**src/pkg/btd_defs.vh**
```
`ifndef BTD_DEFS_VH
`define BTD_DEFS_VH

// ----------------------------------------------------------------
// bundle layout
// ----------------------------------------------------------------
`define BTD_BUNDLE_W 128
`define BTD_BUNDLE_BYTES 16
`define BTD_ALIGN_BITS 4
`define BTD_TMPL_W 5
`define BTD_TMPL_LSB 0
`define BTD_SLOT_W 41
`define BTD_SLOT0_LSB 5
`define BTD_SLOT1_LSB 46
`define BTD_SLOT2_LSB 87

// ----------------------------------------------------------------
// execution unit classes
// ----------------------------------------------------------------
`define BTD_UNIT_W 3
`define BTD_UNIT_M 3'h0
`define BTD_UNIT_I 3'h1
`define BTD_UNIT_F 3'h2
`define BTD_UNIT_B 3'h3
`define BTD_UNIT_L 3'h4
`define BTD_UNIT_X 3'h5
`define BTD_UNIT_NONE 3'h7

// ----------------------------------------------------------------
// immediates
// ----------------------------------------------------------------
`define BTD_IMM_W 64
`define BTD_SIGN_BIT 36
`define BTD_IMM_LSB 13
`define BTD_IMM_FIELD_W 23
`define BTD_LONG_LO_LSB 14
`define BTD_LONG_LO_W 22

// ----------------------------------------------------------------
// decoder states
// ----------------------------------------------------------------
`define BTD_ST_W 2
`define BTD_ST_IDLE 2'h0
`define BTD_ST_ISSUE 2'h1
`define BTD_ST_DRAIN 2'h2

`endif

```
**src/verilog/btd_imm_ext.v**
```verilog
`include "btd_defs.vh"
`default_nettype none

module btd_imm_ext (
    // slot contents
    input wire [`BTD_SLOT_W-1:0] base_slot,
    input wire [`BTD_SLOT_W-1:0] ext_slot,
    input wire long_form,
    // widened immediate
    output reg [`BTD_IMM_W-1:0] imm
);

    // ----------------------------------------------------------------
    // sign extension
    // ----------------------------------------------------------------
    // the long form draws its sign from the second slot, so the full
    // 64 bits are formed without any extension
    always @* begin
        if (long_form) begin
            imm = {ext_slot[`BTD_SIGN_BIT], base_slot,
                   ext_slot[`BTD_LONG_LO_LSB +: `BTD_LONG_LO_W]};
        end else begin
            imm = {{(`BTD_IMM_W - `BTD_IMM_FIELD_W - 1) // see [RULE_14]
                    {base_slot[`BTD_SIGN_BIT]}},
                   base_slot[`BTD_SIGN_BIT],
                   base_slot[`BTD_IMM_LSB +: `BTD_IMM_FIELD_W]};
        end
    end

endmodule

`default_nettype wire

```
**src/verilog/btd_decoder.v**
```verilog
// Operation
// [RULE_01] template low five bits, three 41-bit slots
// [RULE_02] bundles sit on 16-byte aligned addresses
// [RULE_03] six instruction types map to unit classes
// [RULE_04] templates 00-03 MII, 04-05 M plus long
// [RULE_05] remaining defined templates route per table
// [RULE_06] reserved templates are never valid combinations
// [RULE_07] template 00 no stops, 03 two stops
// [RULE_08] stop waits for dispatch drain before continuing
// [RULE_09] long instruction spans two slots, issued once
// [RULE_10] bundle bytes assembled little-endian from memory
// [RULE_11] bundles issue in ascending address order
// [RULE_12] slots issue from slot 0 to 2
// [RULE_13] fetch ignores the big-endian data select
// [RULE_14] immediates sign-extended to 64 bits
// [RULE_15] undefined template raises illegal-bundle, issues nothing; if misaligned, only misaligned_bundle is raised
`include "btd_defs.vh"
`default_nettype none

module btd_decoder #(
    parameter ADDR_W = 64
) (
    // clock and reset
    input wire clk,
    input wire reset,
    // fetch side
    input wire fetch_valid,
    output wire fetch_ready,
    input wire [ADDR_W-1:0] fetch_addr,
    input wire [`BTD_BUNDLE_W-1:0] fetch_data,
    // data byte order select, affects loads and stores only
    input wire big_endian_data_select,
    // dispatch side
    output wire issue_valid,
    input wire issue_ready,
    output wire [`BTD_UNIT_W-1:0] issue_unit,
    output wire issue_alu_ok,
    output wire [1:0] issue_slot,
    output wire [`BTD_SLOT_W-1:0] issue_insn,
    output wire [`BTD_SLOT_W-1:0] issue_insn_ext,
    output wire issue_long,
    output wire issue_stop_after,
    output wire [`BTD_IMM_W-1:0] issue_imm,
    output wire [ADDR_W-1:0] issue_addr,
    input wire dispatch_drained,
    // exception side
    output wire illegal_bundle,
    output wire misaligned_bundle,
    output wire [ADDR_W-1:0] fault_addr
);

    // ----------------------------------------------------------------
    // template decode
    // ----------------------------------------------------------------
    // result: {valid, unit0, unit1, unit2}
    function [3*`BTD_UNIT_W:0] tmpl_units;
        input [`BTD_TMPL_W-1:0] t;
        begin
            case (t[4:1])
                4'h0, 4'h1: tmpl_units = {1'b1, `BTD_UNIT_M,
                    `BTD_UNIT_I, `BTD_UNIT_I}; // see [RULE_04]
                4'h2: tmpl_units = {1'b1, `BTD_UNIT_M,
                    `BTD_UNIT_L, `BTD_UNIT_X}; // see [RULE_04]
                4'h4, 4'h5: tmpl_units = {1'b1, `BTD_UNIT_M,
                    `BTD_UNIT_M, `BTD_UNIT_I}; // see [RULE_05]
                4'h6: tmpl_units = {1'b1, `BTD_UNIT_M,
                    `BTD_UNIT_F, `BTD_UNIT_I}; // see [RULE_05]
                4'h7: tmpl_units = {1'b1, `BTD_UNIT_M,
                    `BTD_UNIT_M, `BTD_UNIT_F}; // see [RULE_05]
                4'h8: tmpl_units = {1'b1, `BTD_UNIT_M,
                    `BTD_UNIT_I, `BTD_UNIT_B}; // see [RULE_05]
                4'h9: tmpl_units = {1'b1, `BTD_UNIT_M,
                    `BTD_UNIT_B, `BTD_UNIT_B}; // see [RULE_05]
                4'hB: tmpl_units = {1'b1, `BTD_UNIT_B,
                    `BTD_UNIT_B, `BTD_UNIT_B}; // see [RULE_05]
                4'hC: tmpl_units = {1'b1, `BTD_UNIT_M,
                    `BTD_UNIT_M, `BTD_UNIT_B}; // see [RULE_05]
                4'hE: tmpl_units = {1'b1, `BTD_UNIT_M,
                    `BTD_UNIT_F, `BTD_UNIT_B}; // see [RULE_05]
                default: tmpl_units = {1'b0, `BTD_UNIT_NONE,
                    `BTD_UNIT_NONE, `BTD_UNIT_NONE}; // see [RULE_06]
            endcase
        end
    endfunction

    // stop after slot n, bit n
    function [2:0] tmpl_stops;
        input [`BTD_TMPL_W-1:0] t;
        begin
            tmpl_stops = {t[0], 2'b00}; // see [RULE_07]
            if (t[4:1] == 4'h1) begin
                tmpl_stops[1] = 1'b1; // see [RULE_07]
            end
            if (t[4:1] == 4'h5) begin
                tmpl_stops[0] = 1'b1;
            end
        end
    endfunction

    // ----------------------------------------------------------------
    // byte assembly
    // ----------------------------------------------------------------
    // fetch_data carries the lowest-addressed byte in its top lane;
    // the big-endian data select is deliberately not consulted here
    wire [`BTD_BUNDLE_W-1:0] bundle_le;
    genvar g;
    generate
        for (g = 0; g < `BTD_BUNDLE_BYTES; g = g + 1) begin : g_byte
            assign bundle_le[8*g +: 8] = // see [RULE_10]
                fetch_data[`BTD_BUNDLE_W-8-8*g +: 8]; // see [RULE_13]
        end
    endgenerate

    wire [`BTD_TMPL_W-1:0] in_tmpl =
        bundle_le[`BTD_TMPL_LSB +: `BTD_TMPL_W]; // see [RULE_01]
    wire [3*`BTD_UNIT_W:0] in_units = tmpl_units(in_tmpl);
    wire in_legal = in_units[3*`BTD_UNIT_W];
    wire in_aligned =
        (fetch_addr[`BTD_ALIGN_BITS-1:0] == 4'h0); // see [RULE_02]

    // ----------------------------------------------------------------
    // state
    // ----------------------------------------------------------------
    localparam [`BTD_ST_W-1:0] ST_IDLE = `BTD_ST_IDLE;
    localparam [`BTD_ST_W-1:0] ST_ISSUE = `BTD_ST_ISSUE;
    localparam [`BTD_ST_W-1:0] ST_DRAIN = `BTD_ST_DRAIN;
    reg [`BTD_ST_W-1:0] state_reg, state_next;
    reg [`BTD_BUNDLE_W-1:0] bundle_reg;
    reg [ADDR_W-1:0] addr_reg;
    reg [1:0] idx_reg, idx_next;
    reg out_valid_reg;
    reg [`BTD_UNIT_W-1:0] out_unit_reg;
    reg [1:0] out_slot_reg;
    reg [`BTD_SLOT_W-1:0] out_insn_reg, out_ext_reg;
    reg out_long_reg, out_stop_reg;
    reg [`BTD_IMM_W-1:0] out_imm_reg;
    reg [ADDR_W-1:0] out_addr_reg;
    reg illegal_reg, misaligned_reg;
    reg [ADDR_W-1:0] fault_addr_reg;

    wire [`BTD_TMPL_W-1:0] cur_tmpl =
        bundle_reg[`BTD_TMPL_LSB +: `BTD_TMPL_W];
    wire [3*`BTD_UNIT_W:0] cur_units = tmpl_units(cur_tmpl);
    wire [2:0] cur_stops = tmpl_stops(cur_tmpl);
    wire [`BTD_SLOT_W-1:0] slot0 = bundle_reg[`BTD_SLOT0_LSB +: `BTD_SLOT_W];
    wire [`BTD_SLOT_W-1:0] slot1 = bundle_reg[`BTD_SLOT1_LSB +: `BTD_SLOT_W];
    wire [`BTD_SLOT_W-1:0] slot2 = bundle_reg[`BTD_SLOT2_LSB +: `BTD_SLOT_W];

    // ----------------------------------------------------------------
    // slot selection
    // ----------------------------------------------------------------
    reg [`BTD_SLOT_W-1:0] sel_insn, sel_ext;
    reg [`BTD_UNIT_W-1:0] sel_unit;
    reg sel_stop, sel_long, sel_last;
    always @* begin
        sel_ext = {`BTD_SLOT_W{1'b0}};
        sel_long = 1'b0;
        case (idx_reg) // see [RULE_12]
            2'h0: begin
                sel_insn = slot0;
                sel_unit = cur_units[2*`BTD_UNIT_W +: `BTD_UNIT_W];
                sel_stop = cur_stops[0];
                sel_last = 1'b0;
            end
            2'h1: begin
                sel_insn = slot1;
                sel_unit = cur_units[`BTD_UNIT_W +: `BTD_UNIT_W];
                sel_stop = cur_stops[1];
                sel_last = 1'b0;
                if (sel_unit == `BTD_UNIT_L) begin
                    // both halves go out as one instruction
                    sel_ext = slot2; // see [RULE_09]
                    sel_long = 1'b1;
                    sel_stop = cur_stops[2];
                    sel_last = 1'b1;
                end
            end
            2'h2: begin
                sel_insn = slot2;
                sel_unit = cur_units[0 +: `BTD_UNIT_W];
                sel_stop = cur_stops[2];
                sel_last = 1'b1;
            end
            default: begin
                sel_insn = {`BTD_SLOT_W{1'b0}};
                sel_unit = `BTD_UNIT_NONE;
                sel_stop = 1'b0;
                sel_last = 1'b1;
            end
        endcase
    end

    wire [`BTD_IMM_W-1:0] sel_imm;
    btd_imm_ext u_imm (
        .base_slot(sel_insn),
        .ext_slot(sel_ext),
        .long_form(sel_long),
        .imm(sel_imm)
    );

    // ----------------------------------------------------------------
    // sequencing
    // ----------------------------------------------------------------
    wire out_free = !out_valid_reg || issue_ready;
    // one bundle at a time keeps lower addresses ahead of higher ones
    assign fetch_ready = (state_reg == ST_IDLE); // see [RULE_11]
    wire accept = fetch_valid && fetch_ready;
    wire take_ok = accept && in_aligned && in_legal;
    wire load_out = (state_reg == ST_ISSUE) && out_free;

    always @* begin
        state_next = state_reg;
        idx_next = idx_reg;
        case (state_reg)
            ST_IDLE: begin
                if (take_ok) begin
                    state_next = ST_ISSUE;
                    idx_next = 2'h0;
                end
            end
            ST_ISSUE: begin
                if (out_free) begin
                    idx_next = sel_long ? 2'h3 : idx_reg + 2'h1;
                    if (sel_stop) begin
                        state_next = ST_DRAIN; // see [RULE_08]
                    end else if (sel_last) begin
                        state_next = ST_IDLE;
                    end
                end
            end
            ST_DRAIN: begin
                // earlier work must leave dispatch before later starts
                if (!out_valid_reg && dispatch_drained) begin // see [RULE_08]
                    state_next = (idx_reg == 2'h3) ? ST_IDLE : ST_ISSUE;
                end
            end
            default: state_next = ST_IDLE;
        endcase
        if (state_next == ST_IDLE && state_reg != ST_IDLE) begin
            idx_next = 2'h0;
        end
    end

    always @(posedge clk) begin
        if (reset) begin
            state_reg <= ST_IDLE;
            idx_reg <= 2'h0;
            bundle_reg <= {`BTD_BUNDLE_W{1'b0}};
            addr_reg <= {ADDR_W{1'b0}};
            out_valid_reg <= 1'b0;
            out_unit_reg <= `BTD_UNIT_NONE;
            out_slot_reg <= 2'h0;
            out_insn_reg <= {`BTD_SLOT_W{1'b0}};
            out_ext_reg <= {`BTD_SLOT_W{1'b0}};
            out_long_reg <= 1'b0;
            out_stop_reg <= 1'b0;
            out_imm_reg <= {`BTD_IMM_W{1'b0}};
            out_addr_reg <= {ADDR_W{1'b0}};
            illegal_reg <= 1'b0;
            misaligned_reg <= 1'b0;
            fault_addr_reg <= {ADDR_W{1'b0}};
        end else begin
            state_reg <= state_next;
            idx_reg <= idx_next;
            if (take_ok) begin
                bundle_reg <= bundle_le;
                addr_reg <= fetch_addr;
            end
            // a bad bundle is reported and dropped, nothing is issued
            misaligned_reg <= accept && !in_aligned; // see [RULE_02]
            illegal_reg <= accept && in_aligned && !in_legal; // see [RULE_15]
            if (accept && !(in_aligned && in_legal)) begin
                fault_addr_reg <= fetch_addr;
            end
            if (load_out) begin
                out_valid_reg <= 1'b1;
                out_unit_reg <= sel_unit; // see [RULE_03]
                out_slot_reg <= idx_reg;
                out_insn_reg <= sel_insn;
                out_ext_reg <= sel_ext;
                out_long_reg <= sel_long;
                out_stop_reg <= sel_stop;
                out_imm_reg <= sel_imm; // see [RULE_14]
                out_addr_reg <= addr_reg;
            end else if (issue_ready) begin
                out_valid_reg <= 1'b0;
            end
        end
    end

    // ----------------------------------------------------------------
    // outputs
    // ----------------------------------------------------------------
    assign issue_valid = out_valid_reg;
    assign issue_unit = out_unit_reg;
    // integer ALU type may go to either the memory or integer unit
    assign issue_alu_ok = (out_unit_reg == `BTD_UNIT_M) ||
                          (out_unit_reg == `BTD_UNIT_I); // see [RULE_03]
    assign issue_slot = out_slot_reg;
    assign issue_insn = out_insn_reg;
    assign issue_insn_ext = out_ext_reg;
    assign issue_long = out_long_reg;
    assign issue_stop_after = out_stop_reg;
    assign issue_imm = out_imm_reg;
    assign issue_addr = out_addr_reg;
    assign illegal_bundle = illegal_reg;
    assign misaligned_bundle = misaligned_reg;
    assign fault_addr = fault_addr_reg;

endmodule

`default_nettype wire

```
**config.mk**
```make
export PLATFORM = sky130hd
export DESIGN_NAME = btd_decoder
export DESIGN_NICKNAME = d
export VERILOG_FILES = /design/src/verilog/btd_imm_ext.v /design/src/verilog/btd_decoder.v
export VERILOG_INCLUDE_DIRS = /design/src /design/src/pkg
export SDC_FILE = /design/constraint.sdc
export NUM_CORES = 1
export LEC_CHECK = 0
export BUFFER_PORTS_ARGS = -buffer_cell sky130_fd_sc_hd__buf_2
export CAP_MARGIN = 20
export CORE_UTILIZATION = 32
export DETAILED_ROUTE_END_ITERATION = 7
export GPL_TIMING_DRIVEN = 0
export REMOVE_ABC_BUFFERS = 1
export SLEW_MARGIN = 20
export SYNTH_ARGS = -nofsm -noshare
export SYNTH_HDL_FRONTEND = slang
export SYNTH_HIERARCHICAL = 1
export SYNTH_SLANG_ARGS = --single-unit
```
**constraint.sdc**
```tcl
create_clock -name clk -period 5.6 [get_ports clk]
set_input_delay 0.84 -clock clk [delete_from_list [all_inputs] [get_ports clk]]
set_output_delay 0.84 -clock clk [all_outputs]
set_load 0.01 [all_outputs]
```
# After elaboration in Yosys (flattened, before gate mapping)
# Memory sizes are Yosys's and may differ from the RTL's. A register that Yosys moved wholly into a read port is not among the register bits.
# Cells that the tools add are included.
[totals] out_inout_bits=286 register_bits=480 n_memories=2 romBits=320 input_bits=198
[op_classes] addsub=1 n_mux=27 n_reduce_logical=26 eq_ne=11
[mem_list] name="(no name shown)" words=16 width=10 rd=1 rd_clocked_by_memory_dff=1 write_ports=0 line="btd_decoder.v:59" text="case (t[4:1])"
[mem_list] name="(no name shown)" words=16 width=10 rd=1 rd_clocked_by_memory_dff=0 write_ports=0 line="btd_decoder.v:59"
[ops] op="$pmux 41 s3" n=1
[ops] op="$mux 41" n=2
[ops] op="$mux 64" n=1
[ops] op="$mux 2" n=8
[ops] op="$logic_and 1x1->1" n=10
[ops] op="$pmux 3 s3" n=1
[ops] op="$mux 1" n=8
[ops] op="$mux 4" n=2
[ops] op="$eq 2x2->1 const B" n=3
[ops] op="$logic_not 2->1" n=3
[ops] op="$pmux 2 s3" n=1
[ops] op="$reduce_bool 2->1" n=3
[ops] op="$eq 2x1->1 const B" n=2
[ops] op="$eq 4x1->1 const B" n=1
[ops] op="$eq 4x3->1 const B" n=1
[ops] op="$logic_not 1->1" n=4
[ops] op="$logic_not 4->1" n=1
[ops] op="$pmux 2 s2" n=1
[ops] op="$eq 3x1->1 const B" n=1
[ops] op="$eq 3x3->1 const B" n=1
[ops] op="$logic_not 3->1" n=1
[ops] op="$pmux 1 s3" n=1
[ops] op="$reduce_and 3->1" n=1
[ops] op="$add 2x1->2 const B" n=1
[ops] op="5 further kinds" n=6

# Depth between registers and ports, before layout
# Gate-level depths: netlist of run 1.
[depth] ltp_word=10 ltp_mapped=10 mapped_depth_nobuf=8

# Hierarchy
# Netlist of run 1, hierarchy kept.
[modules_own_cells] mod="btd_decoder" cells_per_inst=2301 area_each_um2=17913.4 instances=1
[modules_own_cells] mod="btd_imm_ext" cells_per_inst=75 area_each_um2=1089.8 instances=1

# Worst setup path before layout of run 1
# No wires, ideal clock.
[synth_timing] kind="input to register" startpoint="input fetch_addr[0]" endpoint="register, netlist name cur_units[5]" t_arrival_ns=2.494 path_slack_ns=2.985 cell_stages=7 path_buffers=1 cell_sequence="nor4_1 > and2_1 > and2_1 > buf_4 > mux2i_2 > nand2_1 > mux2_2"
[synth_between] elab_chain_cells=5
[synth_lines] element="start, declared" line="btd_decoder.v:29" text="input wire [ADDR_W-1:0] fetch_addr,"
[synth_lines] element="$logic_not 4->1" line="btd_decoder.v:119" text="(fetch_addr[`BTD_ALIGN_BITS-1:0] == 4'h0);"
[synth_lines] element="$logic_and 1x1->1 (2 in a row)" line="btd_decoder.v:208" text="wire take_ok = accept && in_aligned && in_legal;"
[synth_lines] element="$mux 4 (no line) (2 in a row)"
# No other way between the ends.
# A chain may end at the register's enable or synchronous reset.

# Final worst setup path of run 1
[layout_timing] startpoint="input fetch_data[123]" endpoint="register, netlist name cur_units[5]"
[layout_between] elab_chain_cells=4
[layout_lines] element="start, declared" line="btd_decoder.v:30" text="input wire [`BTD_BUNDLE_W-1:0] fetch_data,"
[layout_lines] element="$mem_v2 16x10"
[layout_lines] element="$logic_and 1x1->1" line="btd_decoder.v:208"
[layout_lines] element="$mux 4 (no line) (*) (2 in a row)"
# Every way passes the cells marked *; elsewhere a longest branch is shown, timed or not.

==> results of run 1 <==
critical path, cell delays in order:
cell and delay, ns:
buf_2 0.16, and4bb_1 0.24, a311oi_2 0.70, nand2_8 0.55, buf_16 0.43, mux2i_1 0.28, inv_1 0.08, nand2_1 0.10
mux2_2 0.34
power groups by stage:
stage	Sequential, uW	Combinational (uW)	Clock (uW)
5_1_grt	3540	412	3730
3_5_place_dp	3610	379	0
2_1_floorplan	3620	115	0
6_report	3540	378	3490
3_3_place_gp	3610	362	0
4_1_cts	3540	380	3580
cell usage after synthesis, drive strengths merged (6+ instances only):
master / instances
nand2: 945
and3: 42
a222oi: 41
mux2: 66
dfxtp: 487
nor3b: 8
nor2b: 6
buf: 58
nand2b: 11
a21oi: 470
clkbuf: 142
mux2i: 6
nor2: 52
stage by stage:
| step | instances | util [%] | instance area, sq um | total power [uW] | hold slack (ns) |
|---|---|---|---|---|---|
| finish | 3559 | 41.5 | 24100 | 7400 | 0.442 |
| global route | 3553 | 41.5 | 24100 | 7680 | 0.458 |
| CTS | 3551 | 41.5 | 24100 | 7490 | 0.446 |
| detailed placement | 3457 | 38.5 | 22400 | 3990 | 0.443 |
| global placement | 3423 | 36.9 | 21400 | 3970 | 0.438 |
| floorplan | 2176 | - | 18100 | 3740 | 0.421 |
how the worst max path moves through the flow:
stage / cells past startpoint / end / from
floorplan: 5 / idx_reg[0] / issue_ready
global placement: 5 / issue_addr[22] / issue_ready
detailed placement: 9 / cur_units[5] / fetch_data[123]
CTS: 9 / cur_units[5] / fetch_data[123]
global route: 9 / cur_units[5] / fetch_addr[0]
finish: 9 / cur_units[5] / fetch_data[123]
placed cells by master (no fill, tap or decap), types with 2 or more instances in the layout:
cell type and instances:
and2_4 2, buf_12 9, diode_2 8, nor2_1 51, buf_16 22, a211o_1 4, mux2_4 61, buf_6 2
nor2b_1 5, a21oi_1 469, nand2b_1 10, buf_2 481, clkbuf_1 16, and3_1 42, dfxtp_1 487, nand2_1 943
mux2i_2 2, buf_8 2, o21ai_0 5, clkinv_2 8, mux2i_1 4, a221oi_1 3, ha_4 4, a31oi_1 2
nor3b_1 6, clkbuf_16 55, clkbuf_8 10, nor3_1 2, a2bb2oi_1 2, inv_1 3, mux2_2 5, bufinv_16 3
a222oi_1 41
cell type report:
cell class,count,area (sq um)
fill,5987,34000
sequential,487,9750
timing repair buffer,516,3250
multi-input combinational,1686,8430
clock inverter,13,148
inverter,3,11.3
clock buffer,81,1570
tap,765,957
antenna,8,20.0
per-layer routing:
metal,GRT usage (%),vias to the layer above,share of wire [%]
li1,-,8607,-
met1,24.4,8052,43
met2,30.7,532,46
met3,6.41,98,8.8
met4,5.01,18,2.1
met5,0,-,0.19
kinds of logic (layout without fill, tap and decap cells):
group | Yosys count | after routing | synth area share (%)
buf+inv | 203 | 613 | 4.96
flops | 487 | 487 | 51.3
mux | 72 | 72 | 5.47
simple gates | 1077 | 1077 | 22.5
other cells | 0 | 8 | 0
fa+ha+maj | 5 | 5 | 0.329
compound gates | 532 | 532 | 15.4
==> impl_metrics.tcl, run 1 <==
set metrics [dict create \
    core_area_sq_um 58100 \
    finalCriticalPeriod_ns 3.28 \
    num_vias 17300 \
    io_pins 484 \
    cts_resized 0 \
    setup_tns_ns 0 \
    required_ns 6.07 \
    synth.top_cells.by_area "dfxtp_1 51%, nand2_1 19%, a21oi_1 12%, mux2_4 4.8%, clkbuf_1 2.8%" \
    cts_setup_buffers 0 \
    setup_viol 0 \
    viasPerCell 4.86 \
    rsz0062_at_grt "no" \
    tightest_slew_ns 0.879 \
    ys_seq_area_share_pct 51.3 \
    largest_reg_flops 128 \
    initial_core_util_pct 32.7 \
    track_usage_pct 19.1 \
    rows 88 \
    portBuffers 482 \
    dp_hpwl_microns 39500 \
    min_period_over_period_pct 58.6 \
    clk_pin_slew_ns 0.06 \
    status "complete, no violations" \
    clockBufferDepth 3 \
    min_to "issue_addr[34]" \
    die_area_sq_um 60400 \
    die_w_microns 246 \
    syn_to_final_growth_pct 27.0 \
    internal_power_uw 5720 \
    synth_top_area_share_pct 51.3 \
    htreeDepth 2 \
    power_frac_comb_pct 5.1 \
    wirelength_microns 59900 \
    route.detailed.drc 0 \
    syn_inst 2376 \
    leakage_uw 0.00970 \
    powerDensity_nw_per_um2 307 \
    crit_fanout 100 \
    min_from "addr_reg[34]" \
    drt_iter0_drc 1087 \
    die_height_microns 246 \
    syn_area_per_cell_sq_um 8.00 \
    drive_gt1_share_pct 24.4 \
    ant_nets 0 \
    worstSetupPathType "in -> reg" \
    grt_pass1_vias 16300 \
    rrSetupSlack_ns 2.45 \
    r2r_end "idx_reg[0]" \
    cts_hold_buffers 0 \
    clock_latency_ns 0.58 \
    overflow 0 \
    drt_first_pass_iters 5 \
    maxCapViolCount 0 \
    p_sw_uw 1680 \
    p_sw_share_pct 22.7 \
    startpoint_type "input port" \
    setup_slack_ns 2.32 \
    holdPathStages 2 \
    yosysUniqueCellTypes 45 \
    ys_ff_latch 487 \
    fin_nets 2950 \
    root_buffer "clkbuf_16" \
    r2r-start "idx_reg[1]" \
    yosys_warnings 6 \
    ir_worst_vdd_mv 0.227 \
    synth_ff_type "dfxtp_1" \
    netlist_area_sq_um 19000 \
    seq_power_share_pct 47.8 \
    finalHoldViolCount 0 \
    cts-buffers-inserted 53 \
    drv_slew 0 \
    end_kind "flip-flop" \
    clkPwrFrac_pct 47.1 \
    grt_pass1_wl_microns 92400 \
    place_ws_ns 1.67 \
    antenna_found_initial 14 \
    hold_class "reg -> reg" \
    max_freq_mhz 305 \
    grt_max_degree 119 \
    fin_skew_ns 0.0124 \
    wire_per_inst_microns 16.8 \
    clock_sinks 487 \
    worst_ep_arrival_time_ns 3.75 \
    synth_top_area_cell "dfxtp_1" \
    maxSlewHeadroom_pct 40.9 \
    ff2ff_path_depth 9 \
    cts_tree "built" \
    synth_edf_count 0 \
    async_reset_ff_share_pct 0 \
    place.gp.congestion 0.783 \
]
No activity file was read; power rests on OpenSTA's default activity.
==> inputs of run 2 (changes only) <==
Settings changed: ABC_AREA set to 1.
Clock period 5.6 ns to 3 ns, I/O delays scaled along.
==> impl_metrics.tcl, run 2 <==
set metrics [dict create \
    clock_sinks 487 \
    final_common_cell "nor2_1" \
    fin_skew_ns 0.0181 \
    powerDensity_nw_per_um2 594 \
    antenna_found_initial 7 \
    fin_nets 3161 \
    num_vias 17700 \
    largest_reg_flops 128 \
    io_pins 484 \
    syn_inst 2588 \
    drv_slew 0 \
    hold_class "in -> reg" \
    maxSlewHeadroom_pct 48.9 \
    drt_iter0_drc 831 \
    cts_hold_buffers 0 \
    grt_max_degree 162 \
    cts_tree "built" \
    worst_ep_arrival_time_ns 3.43 \
    htreeDepth 2 \
    ant_nets 0 \
    cts_setup_buffers 0 \
    min_period_over_period_pct 96.2 \
    yosys_warnings 6 \
    utilization_pct 40.7 \
    syn_to_final_growth_pct 25.3 \
    end_kind "flip-flop" \
    die_height_microns 244 \
    drive_gt1_share_pct 20.5 \
    portBuffers 482 \
    ir_worst_vdd_mv 0.415 \
    finalHoldViolCount 0 \
    overflow 0 \
    crit_fanout 95 \
    power_uw 14000 \
    syn_area_per_cell_sq_um 7.25 \
    place_ws_ns -0.242 \
    status "complete, no violations" \
    initial_core_util_pct 32.5 \
    rows 88 \
    tightest_slew_ns 0.767 \
    worstSetupPathType "reg -> reg" \
    wire_per_inst_microns 16.2 \
    final.fill_count 6119 \
    maxCapViolCount 0 \
    setup_viol 0 \
    cts-buffers-inserted 54 \
    required_ns 3.54 \
    whs_ns 0.0980 \
    clockBufferDepth 3 \
    setup_slack_ns 0.115 \
    rsz0062_at_grt "no" \
    dp_hpwl_microns 37700 \
    seq_area_sq_um 9750 \
    max_freq_mhz 347 \
    root_buffer "clkbuf_16" \
    finalCriticalPeriod_ns 2.89 \
    startpoint_type "flip-flop" \
    netlist_area_sq_um 18800 \
    track_usage_pct 19.5 \
    grt_pass1_vias 16300 \
    clock_latency_ns 0.59 \
    core_area_sq_um 57800 \
    viasPerCell 4.70 \
    place.gp.congestion 0.822 \
    die_w_microns 244 \
    drt_first_pass_iters 7 \
    wirelength_microns 61100 \
    route.detailed.drc 0 \
    clk_pin_slew_ns 0.06 \
    grt_pass1_wl_microns 92600 \
    multi_input_area_sq_um 7830 \
    final_cell_mix "771 x nor2_1, 487 x dfxtp_1, 482 x buf_2" \
    die_area_sq_um 59600 \
    leakage_uw 0.0115 \
]
-- run 2: metal layers --
layer | share of wire [%] | up-vias | routed length (microns) | GRT usage [%]
li1 | - | 8976 | - | -
met1 | 44 | 8095 | 27100 | 24.9
met2 | 46 | 511 | 28000 | 32.6
met3 | 7.9 | 88 | 4830 | 5.21
met4 | 1.9 | 10 | 1140 | 4.76
met5 | 0.11 | - | 69 | 0
-- run 2: area by class of cell --
type / count / area share [%]
Timing Repair Buffer: 503 / 12.4
Clock buffer: 80 / 6.63
Multi-Input combinational cell: 1820 / 33.3
Sequential cell: 487 / 41.4
Tap cell: 765 / 4.07
Antenna cell: 4 / 0.0425
Inverter: 92 / 1.71
Clock inverter: 10 / 0.425
-- run 2: timing repair --
item	CTS	global route
gates resized for setup	1	2
endpoints found under the setup margin	24	98
cloned	0	2
endpoints found under the hold margin	0	0
pin swaps	0	1
-- run 2: final timing paths --
path,startpoint,slack [ns],cells past startpoint,to
worst min-delay path,fetch_data[3],0.1,3,bundle_reg[123]
worst max-delay path,state_reg[1],0.11,12,cur_units[8]
worst min register to register,addr_reg[0],0.44,2,addr_reg[0]
worst max register to register,state_reg[1],0.11,12,cur_units[8]
-- run 2: worst max-delay path: stages (launching register included) --
cell       delay (ns)
dfxtp_1          0.38
nor2_4           0.16
nand2_2          0.09
nor2_4           0.33
nand2_8          0.31
buf_16           0.33
clkinv_16        0.33
nor2_1           0.12
nor2_4           0.16
inv_2            0.07
o21ai_1          0.10
nand2_1          0.09
nand2_1          0.07
-- run 2: through the flow --
stage | TNS [ns] | cells | instance area, sq um
after floorplan | -734.29 | 2398 | 17900
after global placement | -2592.58 | 3645 | 21200
after detailed placement | -22.68 | 3665 | 21800
after CTS | 0 | 3755 | 23500
after global routing | 0 | 3757 | 23500
final | 0 | 3761 | 23500
-- run 2: where the power goes --
group / internal (uW) / switching [uW]
Sequential: 6640 / 84.9
Clock: 3650 / 2670
Combinational: 357 / 582
